<file path="config.mk">
export PLATFORM = sky130hd
export DESIGN_NAME = fruit_param_mailbox_interface
export DESIGN_NICKNAME = d
export VERILOG_FILES = /design/src/logic/fruit_mbox_pkg.sv /design/src/logic/io_edge_detect.sv /design/src/logic/addr_ring.sv /design/src/logic/fruit_param_mailbox_interface.sv
export SDC_FILE = /design/constraint.sdc
export NUM_CORES = 1
export LEC_CHECK = 0
export BUFFER_PORTS_ARGS = -buffer_cell sky130_fd_sc_hd__clkbuf_2
export CAP_MARGIN = 20
export CELL_PAD_IN_SITES_DETAIL_PLACEMENT = 1
export CELL_PAD_IN_SITES_GLOBAL_PLACEMENT = 2
export CORE_AREA = 2 2 223 225
export DETAILED_ROUTE_END_ITERATION = 7
export DIE_AREA = 0 0 225 227
export GPL_ROUTABILITY_DRIVEN = 0
export PLACE_DENSITY = 0.87
export SYNTH_ARGS = -nofsm -noshare
export SYNTH_HDL_FRONTEND = slang
export SYNTH_HIERARCHICAL = 1
export SYNTH_SLANG_ARGS = --single-unit
</file>
<file path="constraint.sdc">
create_clock -name pclk -period 5.1 [get_ports pclk]
set_input_delay 0 -clock pclk [delete_from_list [all_inputs] [get_ports pclk]]
set_output_delay 0 -clock pclk [all_outputs]
set_load 0.01 [all_outputs]
</file>
<file path="src/logic/fruit_mbox_pkg.sv">
package fruit_mbox_pkg;

  // ----------------------------------------------------------------
  // Data path sizes
  // ----------------------------------------------------------------
  localparam int WORD_W = 16;
  localparam int DEPTH  = 16;
  localparam int ADDR_W = 4;

  // The address rings only walk 4..7, one group of four words
  localparam logic [ADDR_W-1:0] ADDR_FIRST = 4'h4;
  localparam logic [ADDR_W-1:0] ADDR_LAST  = 4'h7;

  // ----------------------------------------------------------------
  // Operating modes, Gray ordered
  // ----------------------------------------------------------------
  typedef enum logic [1:0] {
    MODE_NORMAL     = 2'b00,
    MODE_GEN_DIAG   = 2'b01,
    MODE_ATTEN_DIAG = 2'b11,
    MODE_LOOP       = 2'b10
  } mode_t;

  localparam mode_t MODE_RESET = MODE_NORMAL;

  // ----------------------------------------------------------------
  // APB register map
  // ----------------------------------------------------------------
  localparam logic [11:0] REG_STATUS = 12'h000;
  localparam logic [11:0] REG_MODE   = 12'h004;

  // Status word fields
  localparam int STAT_OUT_BIT      = 0;
  localparam int STAT_IN_BIT       = 1;
  localparam int STAT_MODE_LSB     = 2;
  localparam int STAT_OUT_ADDR_LSB = 4;
  localparam int STAT_IN_ADDR_LSB  = 8;
  localparam int STAT_READ_ACT     = 12;
  localparam int STAT_WRITE_ACT    = 13;

  // Controller status pins: {mode[1:0], in_status, out_status}
  localparam int CSTAT_W = 4;

endpackage : fruit_mbox_pkg

</file>
<file path="src/logic/io_edge_detect.sv">
`timescale 1ns/1ns
module io_edge_detect (
  input  wire logic pclk,
  input  wire logic presetn,
  input  wire logic clk_en,
  input  wire logic level_in,
  output logic      rise_pulse,
  output logic      fall_pulse
);

  logic sync1_reg;
  logic sync2_reg;
  logic prev_reg;

  // First stage feeds only the second one
  always_ff @(posedge pclk or negedge presetn) begin
    if (!presetn) begin
      sync1_reg <= 1'b0;
      sync2_reg <= 1'b0;
      prev_reg  <= 1'b0;
    end else if (clk_en) begin
      sync1_reg <= level_in;
      sync2_reg <= sync1_reg;
      prev_reg  <= sync2_reg;
    end
  end

  always_ff @(posedge pclk or negedge presetn) begin
    if (!presetn) begin
      rise_pulse <= 1'b0;
      fall_pulse <= 1'b0;
    end else if (clk_en) begin
      rise_pulse <= sync2_reg & ~prev_reg;
      fall_pulse <= ~sync2_reg & prev_reg;
    end
  end

endmodule : io_edge_detect

</file>
<file path="src/logic/addr_ring.sv">
`timescale 1ns/1ns
module addr_ring (
  input  wire logic                               pclk,
  input  wire logic                               presetn,
  input  wire logic                               clk_en,
  input  wire logic                               init,
  input  wire logic                               step,
  output logic [fruit_mbox_pkg::ADDR_W-1:0]       addr,
  output logic                                    wrap
);

  // Wrap marks the step that leaves the last word of the group
  assign wrap = step && (addr == fruit_mbox_pkg::ADDR_LAST);

  always_ff @(posedge pclk or negedge presetn) begin
    if (!presetn) begin
      addr <= fruit_mbox_pkg::ADDR_FIRST;
    end else if (clk_en) begin
      if (init || wrap) begin
        addr <= fruit_mbox_pkg::ADDR_FIRST;
      end else if (step) begin
        addr <= addr + 4'h1;
      end
    end
  end

endmodule : addr_ring

</file>
<file path="src/logic/fruit_param_mailbox_interface.sv">
// The register offsets and the APB register port were decided locally.
`timescale 1ns/1ns
module fruit_param_mailbox_interface (
  input  wire logic                                pclk,
  input  wire logic                                presetn,
  input  wire logic                                clk_en,
  input  wire logic                                psel,
  input  wire logic                                penable,
  input  wire logic                                pwrite,
  input  wire logic [11:0]                         paddr,
  input  wire logic [31:0]                         pwdata,
  output logic      [31:0]                         prdata,
  output logic                                     pready,
  output logic                                     pslverr,
  input  wire logic                                host_data_out_pulse,
  input  wire logic                                host_data_in_pulse,
  input  wire logic                                host_control_out_instr,
  input  wire logic                                host_io_reset,
  input  wire logic                                host_io_pulse,
  input  wire logic [fruit_mbox_pkg::WORD_W-1:0]   host_wdata,
  output logic      [fruit_mbox_pkg::WORD_W-1:0]   host_rdata,
  input  wire logic                                ctrl_read_pulse,
  input  wire logic                                ctrl_write_pulse,
  input  wire logic [fruit_mbox_pkg::WORD_W-1:0]   ctrl_wdata,
  output logic      [fruit_mbox_pkg::WORD_W-1:0]   ctrl_rdata,
  output logic                                     read_window_output,
  output logic                                     write_window_output,
  input  wire logic                                ctrl_stat_examine,
  output logic      [fruit_mbox_pkg::CSTAT_W-1:0]  ctrl_stat_o,
  output logic      [fruit_mbox_pkg::CSTAT_W-1:0]  ctrl_stat_oe_n
);

  // ----------------------------------------------------------------
  // Storage and state
  // ----------------------------------------------------------------
  logic [fruit_mbox_pkg::WORD_W-1:0] out_mem [fruit_mbox_pkg::DEPTH];
  logic [fruit_mbox_pkg::WORD_W-1:0] in_mem  [fruit_mbox_pkg::DEPTH];
  fruit_mbox_pkg::mode_t             mode_reg;
  logic                              out_status_reg;
  logic                              in_status_reg;
  logic [fruit_mbox_pkg::ADDR_W-1:0] out_addr;
  logic [fruit_mbox_pkg::ADDR_W-1:0] in_addr;
  logic                              out_wrap;
  logic                              in_wrap;
  logic                              out_rise;
  logic                              out_fall;
  logic                              in_rise;
  logic                              in_fall;
  logic                              ctl_rise;
  logic                              ctl_fall;
  logic                              host_init;
  logic                              loop_mode;
  logic                              gen_mode;
  logic                              host_wr_ok;
  logic                              out_step;
  logic                              in_step;
  logic                              host_in_ok;
  logic                              apb_access;
  logic                              apb_mode_wr;
  logic [fruit_mbox_pkg::WORD_W-1:0] out_word;

  // ----------------------------------------------------------------
  // Host pulse edge detection
  // ----------------------------------------------------------------
  io_edge_detect u_edge_dout (
    .pclk       (pclk),
    .presetn    (presetn),
    .clk_en     (clk_en),
    .level_in   (host_data_out_pulse),
    .rise_pulse (out_rise),
    .fall_pulse (out_fall)
  );

  io_edge_detect u_edge_din (
    .pclk       (pclk),
    .presetn    (presetn),
    .clk_en     (clk_en),
    .level_in   (host_data_in_pulse),
    .rise_pulse (in_rise),
    .fall_pulse (in_fall)
  );

  io_edge_detect u_edge_ctl (
    .pclk       (pclk),
    .presetn    (presetn),
    .clk_en     (clk_en),
    .level_in   (host_control_out_instr),
    .rise_pulse (ctl_rise),
    .fall_pulse (ctl_fall)
  );

  // ----------------------------------------------------------------
  // Mode decoding
  // ----------------------------------------------------------------
  assign host_init  = host_io_reset | host_io_pulse;
  assign loop_mode  = (mode_reg == fruit_mbox_pkg::MODE_LOOP);
  assign gen_mode   = (mode_reg == fruit_mbox_pkg::MODE_GEN_DIAG);
  // Loop test ignores ownership since the controller stays out
  assign host_wr_ok = out_rise && (loop_mode || !out_status_reg);
  assign host_in_ok = in_fall && (loop_mode || (gen_mode && in_status_reg));
  assign out_step   = (out_fall && (loop_mode || !out_status_reg)) || read_window_output;
  assign in_step    = write_window_output || host_in_ok || (loop_mode && out_fall);

  addr_ring u_out_ring (
    .pclk    (pclk),
    .presetn (presetn),
    .clk_en  (clk_en),
    .init    (host_init),
    .step    (out_step),
    .addr    (out_addr),
    .wrap    (out_wrap)
  );

  addr_ring u_in_ring (
    .pclk    (pclk),
    .presetn (presetn),
    .clk_en  (clk_en),
    .init    (host_init),
    .step    (in_step),
    .addr    (in_addr),
    .wrap    (in_wrap)
  );

  // ----------------------------------------------------------------
  // Mode register: host control instruction or APB
  // ----------------------------------------------------------------
  assign apb_access  = psel && penable && !pready;
  assign apb_mode_wr = psel && penable && pready && pwrite && (paddr == fruit_mbox_pkg::REG_MODE);

  always_ff @(posedge pclk or negedge presetn) begin
    if (!presetn) begin
      mode_reg <= fruit_mbox_pkg::MODE_RESET;
    end else if (clk_en) begin
      if (ctl_rise) begin
        mode_reg <= fruit_mbox_pkg::mode_t'(host_wdata[1:0]);
      end else if (apb_mode_wr) begin
        mode_reg <= fruit_mbox_pkg::mode_t'(pwdata[1:0]);
      end
    end
  end

  // ----------------------------------------------------------------
  // Outbound channel
  // ----------------------------------------------------------------
  always_ff @(posedge pclk) begin
    if (clk_en && host_wr_ok) begin
      out_mem[out_addr] <= host_wdata;
    end
  end

  // A group stays with one owner until all four words moved
  always_ff @(posedge pclk or negedge presetn) begin
    if (!presetn) begin
      out_status_reg <= 1'b0;
    end else if (clk_en) begin
      if (host_init) begin
        out_status_reg <= 1'b0;
      end else if (read_window_output && out_wrap) begin
        out_status_reg <= 1'b0;
      end else if (!loop_mode && !out_status_reg && out_fall && out_wrap) begin
        out_status_reg <= 1'b1;
      end
    end
  end

  // Controller read window: one word per clock, four clocks
  always_ff @(posedge pclk or negedge presetn) begin
    if (!presetn) begin
      read_window_output <= 1'b0;
    end else if (clk_en) begin
      if (host_init || out_wrap) begin
        read_window_output <= 1'b0;
      end else if (ctrl_read_pulse && out_status_reg && !loop_mode) begin
        read_window_output <= 1'b1;
      end
    end
  end

  always_ff @(posedge pclk or negedge presetn) begin
    if (!presetn) begin
      ctrl_rdata <= '0;
    end else if (clk_en && read_window_output) begin
      ctrl_rdata <= out_mem[out_addr];
    end
  end

  // ----------------------------------------------------------------
  // Inbound channel
  // ----------------------------------------------------------------
  always_ff @(posedge pclk) begin
    if (clk_en) begin
      if (loop_mode && out_rise) begin
        in_mem[in_addr] <= host_wdata;
      end else if (write_window_output) begin
        in_mem[in_addr] <= ctrl_wdata;
      end
    end
  end

  always_ff @(posedge pclk or negedge presetn) begin
    if (!presetn) begin
      write_window_output <= 1'b0;
    end else if (clk_en) begin
      if (host_init || (write_window_output && in_wrap)) begin
        write_window_output <= 1'b0;
      end else if (ctrl_write_pulse && gen_mode && !in_status_reg) begin
        write_window_output <= 1'b1;
      end
    end
  end

  always_ff @(posedge pclk or negedge presetn) begin
    if (!presetn) begin
      in_status_reg <= 1'b0;
    end else if (clk_en) begin
      if (host_init) begin
        in_status_reg <= 1'b0;
      end else if (write_window_output && in_wrap) begin
        in_status_reg <= 1'b1;
      end else if (!loop_mode && host_in_ok && in_wrap) begin
        in_status_reg <= 1'b0;
      end
    end
  end

  always_ff @(posedge pclk or negedge presetn) begin
    if (!presetn) begin
      host_rdata <= '0;
    end else if (clk_en) begin
      host_rdata <= in_mem[in_addr];
    end
  end

  // ----------------------------------------------------------------
  // Controller status pins, open collector
  // ----------------------------------------------------------------
  // Pulls low only; a one is left to the bus pull-up
  always_ff @(posedge pclk or negedge presetn) begin
    if (!presetn) begin
      ctrl_stat_o    <= '0;
      ctrl_stat_oe_n <= '1;
    end else if (clk_en) begin
      ctrl_stat_o <= '0;
      if (ctrl_stat_examine) begin
        ctrl_stat_oe_n <= {mode_reg, in_status_reg, out_status_reg};
      end else begin
        ctrl_stat_oe_n <= '1;
      end
    end
  end

  // ----------------------------------------------------------------
  // APB slave
  // ----------------------------------------------------------------
  always_ff @(posedge pclk or negedge presetn) begin
    if (!presetn) begin
      pready  <= 1'b0;
      pslverr <= 1'b0;
      prdata  <= '0;
    end else if (clk_en) begin
      pready  <= apb_access;
      pslverr <= 1'b0;
      prdata  <= '0;
      if (apb_access) begin
        unique case (paddr)
          fruit_mbox_pkg::REG_STATUS: begin
            if (!pwrite) begin
              prdata[fruit_mbox_pkg::STAT_OUT_BIT]                               <= out_status_reg;
              prdata[fruit_mbox_pkg::STAT_IN_BIT]                                <= in_status_reg;
              prdata[fruit_mbox_pkg::STAT_MODE_LSB +: 2]                         <= mode_reg;
              prdata[fruit_mbox_pkg::STAT_OUT_ADDR_LSB +: fruit_mbox_pkg::ADDR_W] <= out_addr;
              prdata[fruit_mbox_pkg::STAT_IN_ADDR_LSB +: fruit_mbox_pkg::ADDR_W]  <= in_addr;
              prdata[fruit_mbox_pkg::STAT_READ_ACT]                              <= read_window_output;
              prdata[fruit_mbox_pkg::STAT_WRITE_ACT]                             <= write_window_output;
            end
          end
          fruit_mbox_pkg::REG_MODE: begin
            prdata[1:0] <= mode_reg;
          end
          default: begin
            pslverr <= 1'b1;
          end
        endcase
      end
    end
  end

  assign out_word = out_mem[out_addr];
endmodule : fruit_param_mailbox_interface

</file>
==> summary.md, run 1 <==
| Metric | Value |
|---|---|
| Status | completed |
| Vias per cell | 5.95 |
| Synth Instances | roughly 1300 |
| Multi-input logic area | about 5700 um^2 |
| Sw Pwr | about 2200 uW |
| Die Ht | around 230 um |
| Post-Route Setup TNS | 0 ns |
| RSZ-0062 raised after global routing | no |
| Initial antenna violation count | 1 |
| CP Buf/Inv Count | 6 |
| Worst hold slack | ~0.027 ns |
| Clock root buffer | clkbuf_16 |
| Clock tree from TritonCTS | done |
| Clock sinks | 591 |
| Power Density | about 380 nW/um^2 |
| Worst reg2reg path startpoint | u_in_ring/addr[1]$_DFFE_PN0P_ |
| VDD IR-drop max | between 0.0003 and 0.0004 V |
| Sw frac | 21.4% |
| GRT Util Overall | between 20% and 30% |
| Final Cycle Share | between 60% and 70% |
| Achievable clock frequency | about 300 MHz |
| Crit path max fanout | 4 |
| CP endpoint kind | register |
| CP Data Arrival Time | a little under 4 ns |
| Mapped cell area | around 24000 um^2 |
| Avg WL per Cell | 27.1 um |
| Worst min-delay path class | in -> reg |
| Minimum clock period | between 3 and 4 ns |
| Min-delay src | ctrl_wdata[1] |
| Internal power | a little over 8000 uW |
| Placed insts | 2023 |
| Clock Skew | around 0.027 ns |
| PortBufs | between 100 and 150 |
| Drt initial violations | around 1100 |
| Die footprint | 51100 um^2 |
| Number of nets in the layout | 1599 |
| Max-cap violations | 0 |
| Part of the power in registers | between 50% and 60% |
| CP top delay family | buffers and inverters |
| Largest regs | in_mem (256), out_mem (256) |
| Flop2flop setup slack | approximately 1.9 ns |
| Reg2reg end | host_rdata[7]$_DFFE_PN0P_ |
| Post-detailed-routing wire length | 58900 um |
| Final hold vios | 0 |
| Setup Crit Path Kind | in -> reg |
| Starting Density | 48.4% |
| Leak pwr | 0.00906 uW |
| CP max stage delay | ~0.65 ns |
| Fillers | 4328 |
| CTS Buffer Depth | 3 |
| Post-CTS setup buffers | 0 |
| Top Ports | 166 |
| Worst-path cell chain | dlygate4sd3_1 > clkbuf_2 > nor3_1 > dlygate4sd3_1 > nand3_1 > dlygate4sd3_1 > or3_1 > dlygate4sd3_1 > o311ai_1 > dlygate4sd3_1 |
| Max_slew headroom | 27.0% |
| Clock transition time at the flip-flop clock pins of the worst setup and hold paths | roughly 0.060 ns |
| Post-layout util | between 50% and 60% |
| First-pass iteration count of the detailed router | 5 |
| Most common cell after layout, fill and taps aside | edfxtp_1 |
| Reg2reg path depth | 4 |
| Worst Path Required | between 5 and 6 ns |
| Grt total ovfl | 0 |
| Most used cell, CP | dlygate4sd3_1 |
| Startpoint Class | input pin |
| Clock power frac | between 40 and 50% |
| TritonCTS Buffers | 58 |
| H-Tree Depth | 2 |
| Reg area | between 15000 and 20000 um^2 |
| Hold Path Depth | 2 |
| Vias | between 10000 and 15000 |
| Post_cts resized | 0 |
| Syn_area_per_cell | 17.8 um^2 |
| Row count | between 80 and 90 |
| Post-DP HPWL | between 30000 and 40000 um |
| Final setup vio count | 0 |
| Max stage delay cell, worst path | dlygate4sd3_1 |
| Routed Antenna Nets | 0 |
| Die X-Extent | roughly 230 um |
| Worst Tran Pin Value | between 1 and 1.5 ns |
| Hold buffers post-CTS | 44 |
| Area Growth Syn to Fin | 16.1% |
| Hold endpoint | in_mem[7][1]$_DFFE_PP_ |
| Ys Warns | 6 |
| Gate power share | under 10% |
| Largest net degree at the start of global routing | 64 |
| Layout cell share with drive strength beyond 1 | ~22% |
| DRC errors left | 0 |
| Max-slew violations | 0 |
| Worst-skew pair later-pin latency | 0.63 ns |
| Core box area | approximately 49000 um^2 |
| Vias in the first global route | 14017 |
| Most frequent cells in the layout | edfxtp_1, mux2i_1, clkbuf_2 |
| Non-Filler Instances | around 2200 |
| First-pass GRT wire length | 88000 um |
## metal layers
metal  vias up  global-route usage [%]  wire (um)
met4         0                    7.86       1370
met3        79                    2.98       2930
met5         -                       0          0
met2       390                    40.9      30700
met1      6854                    30.2      23900
li1       5630                       -          -
## power by group through the flow
stage,Sequential (uW),Combinational (uW),Clock (uW)
after CTS,5440,547,4570
after global placement,5530,490,0
after floorplan,5520,290,0
after detailed placement,5540,512,0
final,5440,549,4510
after global routing,5450,594,4730
## per-stage QoR
stage,setup slack (ns),instance area [um^2],total power [uW]
5_1_grt,1.58,27300,10800
3_5_place_dp,1.84,24800,6050
4_1_cts,1.84,27200,10600
6_report,1.74,27300,10500
2_1_floorplan,1.71,23600,5810
3_3_place_gp,1.87,24700,6020
## worst max-delay path by stage
stage / from / endpoint / slack (ns) / depth (start not counted)
floorplan: u_in_ring/addr[1]$_DFFE_PN0P_ / in_mem[0][0]$_DFFE_PP_ / 1.71 / 6
global placement: u_in_ring/addr[1]$_DFFE_PN0P_ / host_rdata[7]$_DFFE_PN0P_ / 1.87 / 4
detailed placement: u_in_ring/addr[1]$_DFFE_PN0P_ / host_rdata[7]$_DFFE_PN0P_ / 1.84 / 4
CTS: u_in_ring/addr[1]$_DFFE_PN0P_ / host_rdata[7]$_DFFE_PN0P_ / 1.84 / 4
global route: paddr[3] / mode_reg[0]$_DFFE_PN0P_ / 1.58 / 10
finish: paddr[3] / mode_reg[0]$_DFFE_PN0P_ / 1.74 / 10
## final cells by class
class / instances / area share, %
clock buffers: 69 / 5.58
inverters: 15 / 0.206
well taps: 622 / 2.85
repair buffers: 199 / 5.21
diodes: 1 / 0.00917
multi-input cells: 642 / 20.8
flip-flops and latches: 591 / 63.6
clock inverters: 39 / 1.74
## worst reg2reg max path, delay by kind of cell, from the launching register on
kind                   cells  cell delay [ns]
flip-flops                 1             1.08
AO/OA/AOI/OAI              2             0.56
multiplexers               1             0.72
buffers and inverters      1             0.73
(Power assumes the default switching activity.)
==> run 2, diff against run 1 <==
ABC_AREA = 1   (was not set)
CORE_AREA = 2 2 254 256   (was 2 2 223 225)
DIE_AREA = 0 0 256 258   (was 0 0 225 227)
PLACE_DENSITY = 0.82   (was 0.87)
clock period = 3.1 ns   (was 5.1 ns; I/O delays follow)
==> run 2 against run 1 <==
Effect of this change:
- clock power up 60%
- critical path depth is 2 higher
- sequential power is 67% higher
- wire length rose by 21%
- first-iteration DRC count grew 7.1%
- flip-flop and latch count unchanged
==> summary.md, run 2 <==
| Metric | Value |
|---|---|
| Final setup vio count | 0 (unchanged) |
| Mapped cell area | 25000 um^2 (was 23500 um^2) |
| Status | completed (unchanged) |
| Clock root buffer | clkbuf_16 (unchanged) |
| Ys Warns | 6 (unchanged) |
| Fillers | 7114 (was 4328) |
| Worst-skew pair later-pin latency | 0.66 ns (was 0.63 ns) |
| Most frequent cells in the layout | nand2_1, edfxtp_1, nand3_1 (was edfxtp_1, mux2i_1, clkbuf_2) |
| Area after DPL | 26800 um^2 (was 24800 um^2) |
| Crit path max fanout | 3 (was 4) |
| Final hold vios | 0 (unchanged) |
| TritonCTS Buffers | 61 (was 58) |
| Design Power | 18400 uW (was 10500 uW) |
| Leak pwr | 0.0122 uW (was 0.00906 uW) |
| Die Ht | 258 um (was 227 um) |
| VDD IR-drop max | 0.000475 V (was 0.000389 V) |
| Clock sinks | 591 (unchanged) |
| CP Data Arrival Time | 3.48 ns (was 3.90 ns) |
| Die X-Extent | 256 um (was 225 um) |
| Grt total ovfl | 0 (unchanged) |
| H-Tree Depth | 2 (unchanged) |
| Routed Antenna Nets | 0 (unchanged) |
| GRT Util Overall | 21.8% (was 23.3%) |
| DRC errors left | 0 (unchanged) |
| Startpoint Class | input pin (unchanged) |
| Syn_area_per_cell | 10.3 um^2 (was 17.8 um^2) |
| Routed wl met2 | 35900 um (was 30700 um) |
| Minimum clock period | slightly below 3 ns |
| First-pass iteration count of the detailed router | 5 (unchanged) |
| RSZ-0062 raised after global routing | no (unchanged) |
| Die footprint | 66000 um^2 (was 51100 um^2) |
| Post-DP HPWL | 45600 um (was 35700 um) |
| Row count | 93 (was 81) |
| Design area | 29400 um^2 (was 27300 um^2) |
| Clock Skew | 0.0317 ns (was 0.0267 ns) |
| Worst hold slack | 0.0270 ns (about the same) |
| Met1 WL | 30500 um (was 23900 um) |
| Largest net degree at the start of global routing | 102 (was 64) |
| Final Cycle Share | about 94% |
| Max-cap violations | 0 (unchanged) |
| ANT cells | 0 (was 1) |
| Avg WL per Cell | 20.0 um (was 27.1 um) |
| Worst min-delay path class | in -> reg (unchanged) |
| Worst Tran Pin Value | 1.05 ns (was 1.09 ns) |
| Setup Crit Path Kind | in -> reg (unchanged) |
| Top Ports | 166 (unchanged) |
| Area Growth Syn to Fin | 17.5% (was 16.1%) |
| Drt initial violations | 1188 (was 1109) |
| Core box area | 63600 um^2 (was 48500 um^2) |
| Power Density | 627 nW/um^2 (was 385 nW/um^2) |
| PortBufs | 113 (unchanged) |
| Vias per cell | 4.99 (was 5.95) |
| CTS Buffer Depth | 3 (unchanged) |
| Vias | 17806 (was 12953) |
| First-pass GRT wire length | 111000 um (was 88000 um) |
| Post-detailed-routing wire length | 71500 um (was 58900 um) |
| Synth Instances | 2434 (was 1324) |
| Max_slew headroom | 29.8% (was 27.0%) |
| Clock transition time at the flip-flop clock pins of the worst setup and hold paths | 0.06 ns (about the same) |
| Worst Path Required | 3.67 ns (was 5.64 ns) |
| Layout cell share with drive strength beyond 1 | 13.6% (was 21.9%) |
| Multi-input logic area | 6650 um^2 (was 5670 um^2) |
| Vias in the first global route | 18717 (was 14017) |
| Number of nets in the layout | 2752 (was 1599) |
| Clock tree from TritonCTS | done (unchanged) |
| Achievable clock frequency | roughly 340 MHz |
| DR top layer | met4 (unchanged) |
| Max-slew violations | 0 (unchanged) |
| Largest regs | in_mem (256), out_mem (256) (unchanged) |
| Post-Route Setup TNS | 0 ns (unchanged) |
| CP endpoint kind | register (unchanged) |
| Initial antenna violation count | 0 (was 1) |
| Reg area | 17400 um^2 (unchanged) |
| Starting Density | 39.2% (was 48.4%) |
| Most common cell after layout, fill and taps aside | nand2_1 (was edfxtp_1) |
| Routed wl met3 | 3160 um (was 2930 um) |
==> run 2: final timing paths <==
kind | startpoint | endpoint | slack [ns] | cells after the start
worst max-delay path | paddr[5] | prdata[1]$_DFFE_PN0P_ | 0.19 | 12
worst min-delay path | ctrl_wdata[8] | in_mem[14][8]$_DFFE_PP_ | 0.03 | 3
worst max register to register | mode_reg[0]$_DFFE_PN0P_ | in_mem[15][12]$_DFFE_PP_ | 0.54 | 6
worst min register to register | u_edge_dout/rise_pulse$_DFFE_PN0P_ | u_edge_dout/rise_pulse$_DFFE_PN0P_ | 0.48 | 2
max in group asynchronous | presetn | u_out_ring/addr[2]$_DFFE_PN1P_ | 2.20 | 3
min in group asynchronous | presetn | ctrl_rdata[7]$_DFFE_PN0P_ | 0.05 | 2
==> run 2: what timing repair did <==
action / CTS / global route
buffers inserted: 0 / 1
setup endpoints to repair: 0 / 5
endpoints found under the hold margin: 400 / 0
resized for setup: 0 / 3
hold buffers: 56 / 0
==> run 2: through the flow <==
step	setup WS, ns	std cells	utilization [%]
6_report	0.191	3568	46.1
5_1_grt	0.0572	3568	46.1
4_1_cts	0.0329	3569	46.1
3_5_place_dp	0.539	3397	42.1
3_3_place_gp	0.658	3397	42.1
2_1_floorplan	0.824	2455	-
==> run 2: layout make-up <==
class | instances | area share [%]
Sequential cell | 591 | 59.2
Inverter | 80 | 1.04
Multi-Input combinational cell | 1652 | 22.7
Clock inverter | 27 | 0.921
Timing Repair Buffer | 274 | 6.73
Tap cell | 855 | 3.64
Clock buffer | 89 | 5.83
==> run 2: critical path, cell delays in order <==
cell and delay, ns:
dlygate4sd3_1 0.54, clkbuf_2 0.10, nor2_1 0.08, dlygate4sd3_1 0.55
nand2_1 0.07, dlygate4sd3_1 0.60, nor2_4 0.14, buf_4 0.13
nand4_1 0.07, dlygate4sd3_1 0.57, nand3_1 0.08, dlygate4sd3_1 0.55
==> run 2: metal layers <==
layer	global-route usage, %	up-vias
met2	38.3	394
met1	28.1	8926
met3	2.89	115
li1	-	8371
met4	6.42	0
met5	0	-
==> run 2: power breakdown <==
| part | switching, uW | total (uW) | internal [uW] |
|---|---|---|---|
| Combinational | 1480 | 2100 | 619 |
| Clock | 3130 | 7220 | 4090 |
| Sequential | 160 | 9070 | 8910 |
==> run 3, diff against run 2 <==
--- a/config.mk
+++ b/config.mk
@@ -13,2 +13,3 @@
 export CORE_AREA = 2 2 254 256
+export CTS_BUF_LIST = sky130_fd_sc_hd__clkbuf_8 sky130_fd_sc_hd__clkbuf_16
 export DETAILED_ROUTE_END_ITERATION = 7
==> constraint.sdc (replaced) <==
create_clock -name pclk -period 3.1 [get_ports pclk]
set_input_delay 0.775 -clock pclk [delete_from_list [all_inputs] [get_ports pclk]]
set_output_delay 0.775 -clock pclk [all_outputs]
set_load 0.01 [all_outputs]
==> run 3 against run 2 <==
Effect of this change:
- via count down 1.4%
- global-route usage down 0.12 points
- clock-buffer cell count down 21
- largest power group unchanged
- wire length down 0.60%
- maximum frequency up 18%
- critical path type is now reg -> reg
- die area unchanged
==> summary.md, run 3 (synthesis gave the netlist of run 2 again) <==
| Metric | Value |
|---|---|
| Largest net degree at the start of global routing | 84 (was 102) |
| RSZ-0062 raised after global routing | no (unchanged) |
| Die X-Extent | 256 um (unchanged) |
| GRT Util Overall | 21.7% (was 21.8%) |
| Crit path max fanout | 16 (was 3) |
| Max stage delay cell, worst path | o31ai_2 (was dlygate4sd3_1) |
| Largest regs | in_mem (256), out_mem (256) (unchanged) |
| Top Ports | 166 (unchanged) |
| PortBufs | 113 (unchanged) |
| Max_slew headroom | 36.2% (was 29.8%) |
| Worst-path cell chain | nand2_1 > buf_4 > o31ai_2 > nand2_1 > nor2_1 > buf_4 (was dlygate4sd3_1 > clkbuf_2 > nor2_1 > dlygate4sd3_1 > nand2_1 > dlygate4sd3_1 > nor2_4 > buf_4 > nand4_1 > dlygate4sd3_1 > nand3_1 > dlygate4sd3_1) |
| Flop2flop setup slack | 0.63 ns (was 0.54 ns) |
| Routed Antenna Nets | 0 (unchanged) |
| Most common cell after layout, fill and taps aside | nand2_1 (unchanged) |
| Achievable clock frequency | 406 MHz (was 344 MHz) |
| Worst Path Required | 3.36 ns (was 3.67 ns) |
| Worst Tran Pin Value | 0.957 ns (was 1.05 ns) |
| First-pass GRT wire length | 108000 um (was 111000 um) |
| Final Cycle Share | 79.5% (was 93.9%) |
| Post-Route Setup TNS | 0 ns (unchanged) |
| Minimum clock period | 2.47 ns (was 2.91 ns) |
| Grt total ovfl | 0 (unchanged) |
| VDD IR-drop max | 0.000508 V (was 0.000475 V) |
| Post_cts resized | 0 (unchanged) |
| Initial antenna violation count | 0 (unchanged) |
| CP Buf/Inv Count | 2 (was 7) |
| Worst-skew pair later-pin latency | 0.61 ns (was 0.66 ns) |
| TritonCTS Buffers | 66 (was 61) |
| CP max stage delay | 0.54 ns (was 0.60 ns) |
| Drt initial violations | 869 (was 1188) |
| Final setup vio count | 0 (unchanged) |
| Vias in the first global route | 18706 (was 18717) |
| Die footprint | 66000 um^2 (unchanged) |
| CTS Buffer Depth | 3 (unchanged) |
| H-Tree Depth | 3 (was 2) |
| CP endpoint kind | register (unchanged) |
| ANT cells | 0 (unchanged) |
| Most frequent cells in the layout | nand2_1, edfxtp_1, nand3_1 (unchanged) |
| Startpoint Class | register (was input pin) |
| Clock transition time at the flip-flop clock pins of the worst setup and hold paths | 0.06 ns (about the same) |
| Avg WL per Cell | 20.2 um (was 20.0 um) |
| Area Growth Syn to Fin | 15.7% (was 17.5%) |
| Clock tree from TritonCTS | done (unchanged) |
| Die Ht | 258 um (unchanged) |
| Non-Filler Instances | 3524 (was 3568) |
| Post-DP HPWL | 46300 um (was 45600 um) |
| Starting Density | 39.2% (unchanged) |
| Max-slew violations | 0 (unchanged) |
| Leak pwr | 0.0121 uW (was 0.0122 uW) |
| Post-layout util | 45.4% (was 46.1%) |
| Vias per cell | 4.98 (was 4.99) |
| CP top delay family | simple AND/OR/NAND/NOR gates (was buffers and inverters) |
| Post-CTS setup buffers | 0 (unchanged) |
| Power Density | 638 nW/um^2 (was 627 nW/um^2) |
| Clock sinks | 591 (unchanged) |
| Layout cell share with drive strength beyond 1 | 14.0% (was 13.6%) |
| Clock root buffer | clkbuf_16 (unchanged) |
| CP Data Arrival Time | 2.72 ns (was 3.48 ns) |
| Worst min-delay path class | in -> async (was in -> reg) |
| First-pass iteration count of the detailed router | 5 (unchanged) |
| Hold buffers post-CTS | 0 (was 56) |
| Status | completed (unchanged) |
| Setup Crit Path Kind | reg -> reg (was in -> reg) |
| Vias | 17564 (was 17806) |
| DRC errors left | 0 (unchanged) |
| Number of nets in the layout | 2709 (was 2752) |
| Core box area | 63600 um^2 (unchanged) |
| Max-cap violations | 0 (unchanged) |
| Post-detailed-routing wire length | 71100 um (was 71500 um) |
| Row count | 93 (unchanged) |
| Clock Skew | 0.0231 ns (was 0.0317 ns) |
| Final hold vios | 0 (unchanged) |
| Placed insts | 3404 (was 3397) |
==> run 3: metrics by stage <==
stage / area (um^2) / hold WS, ns / total power [uW] / worst slack, ns
global route: 28900 / 0.383 / 19100 / 0.565
finish: 28900 / 0.337 / 18400 / 0.634
global placement: 26900 / 0.458 / 11200 / 0.426
CTS: 28900 / 0.348 / 18600 / 0.652
detailed placement: 26900 / 0.466 / 11300 / 0.338
floorplan: 25100 / 0.441 / 10500 / 0.507
==> run 3: routing by layer <==
| layer | global-route usage, % | vias to the layer above | wire length (um) |
|---|---|---|---|
| li1 | - | 8293 | - |
| met1 | 25.6 | 8770 | 29000 |
| met2 | 38.4 | 351 | 35900 |
| met3 | 4.45 | 150 | 3410 |
| met4 | 9.02 | 0 | 2790 |
| met5 | 0 | - | 0 |
==> run 3: final timing paths <==
check,startpoint,end,cells after the start
worst max-delay path,mode_reg[1]$_DFFE_PN0P_,in_mem[12][6]$_DFFE_PP_,6
worst min-delay path,presetn,prdata[13]$_DFFE_PN0P_,1
worst min register to register,prdata[7]$_DFFE_PN0P_,prdata[7]$_DFFE_PN0P_,2
min in group pclk,ctrl_stat_examine,ctrl_stat_oe_n[1]$_DFFE_PN1P_,2
worst max register to register,mode_reg[1]$_DFFE_PN0P_,in_mem[12][6]$_DFFE_PP_,6
max in group asynchronous,presetn,u_out_ring/addr[0]$_DFFE_PN0P_,1
==> run 3: final cells by class <==
cell class / instances / area, um^2
Fill cell: 7107 / 34700
Inverter: 80 / 305
Multi-Input combinational cell: 1652 / 6640
Clock buffer: 68 / 1700
Sequential cell: 591 / 17400
Clock inverter: 52 / 325
Tap cell: 855 / 1070
Timing Repair Buffer: 226 / 1500
==> run 3: report_power, final <==
part	switching [uW]	internal, uW
registers	152	8920
clock network	3130	4160
logic	1480	594
total	4770	13700
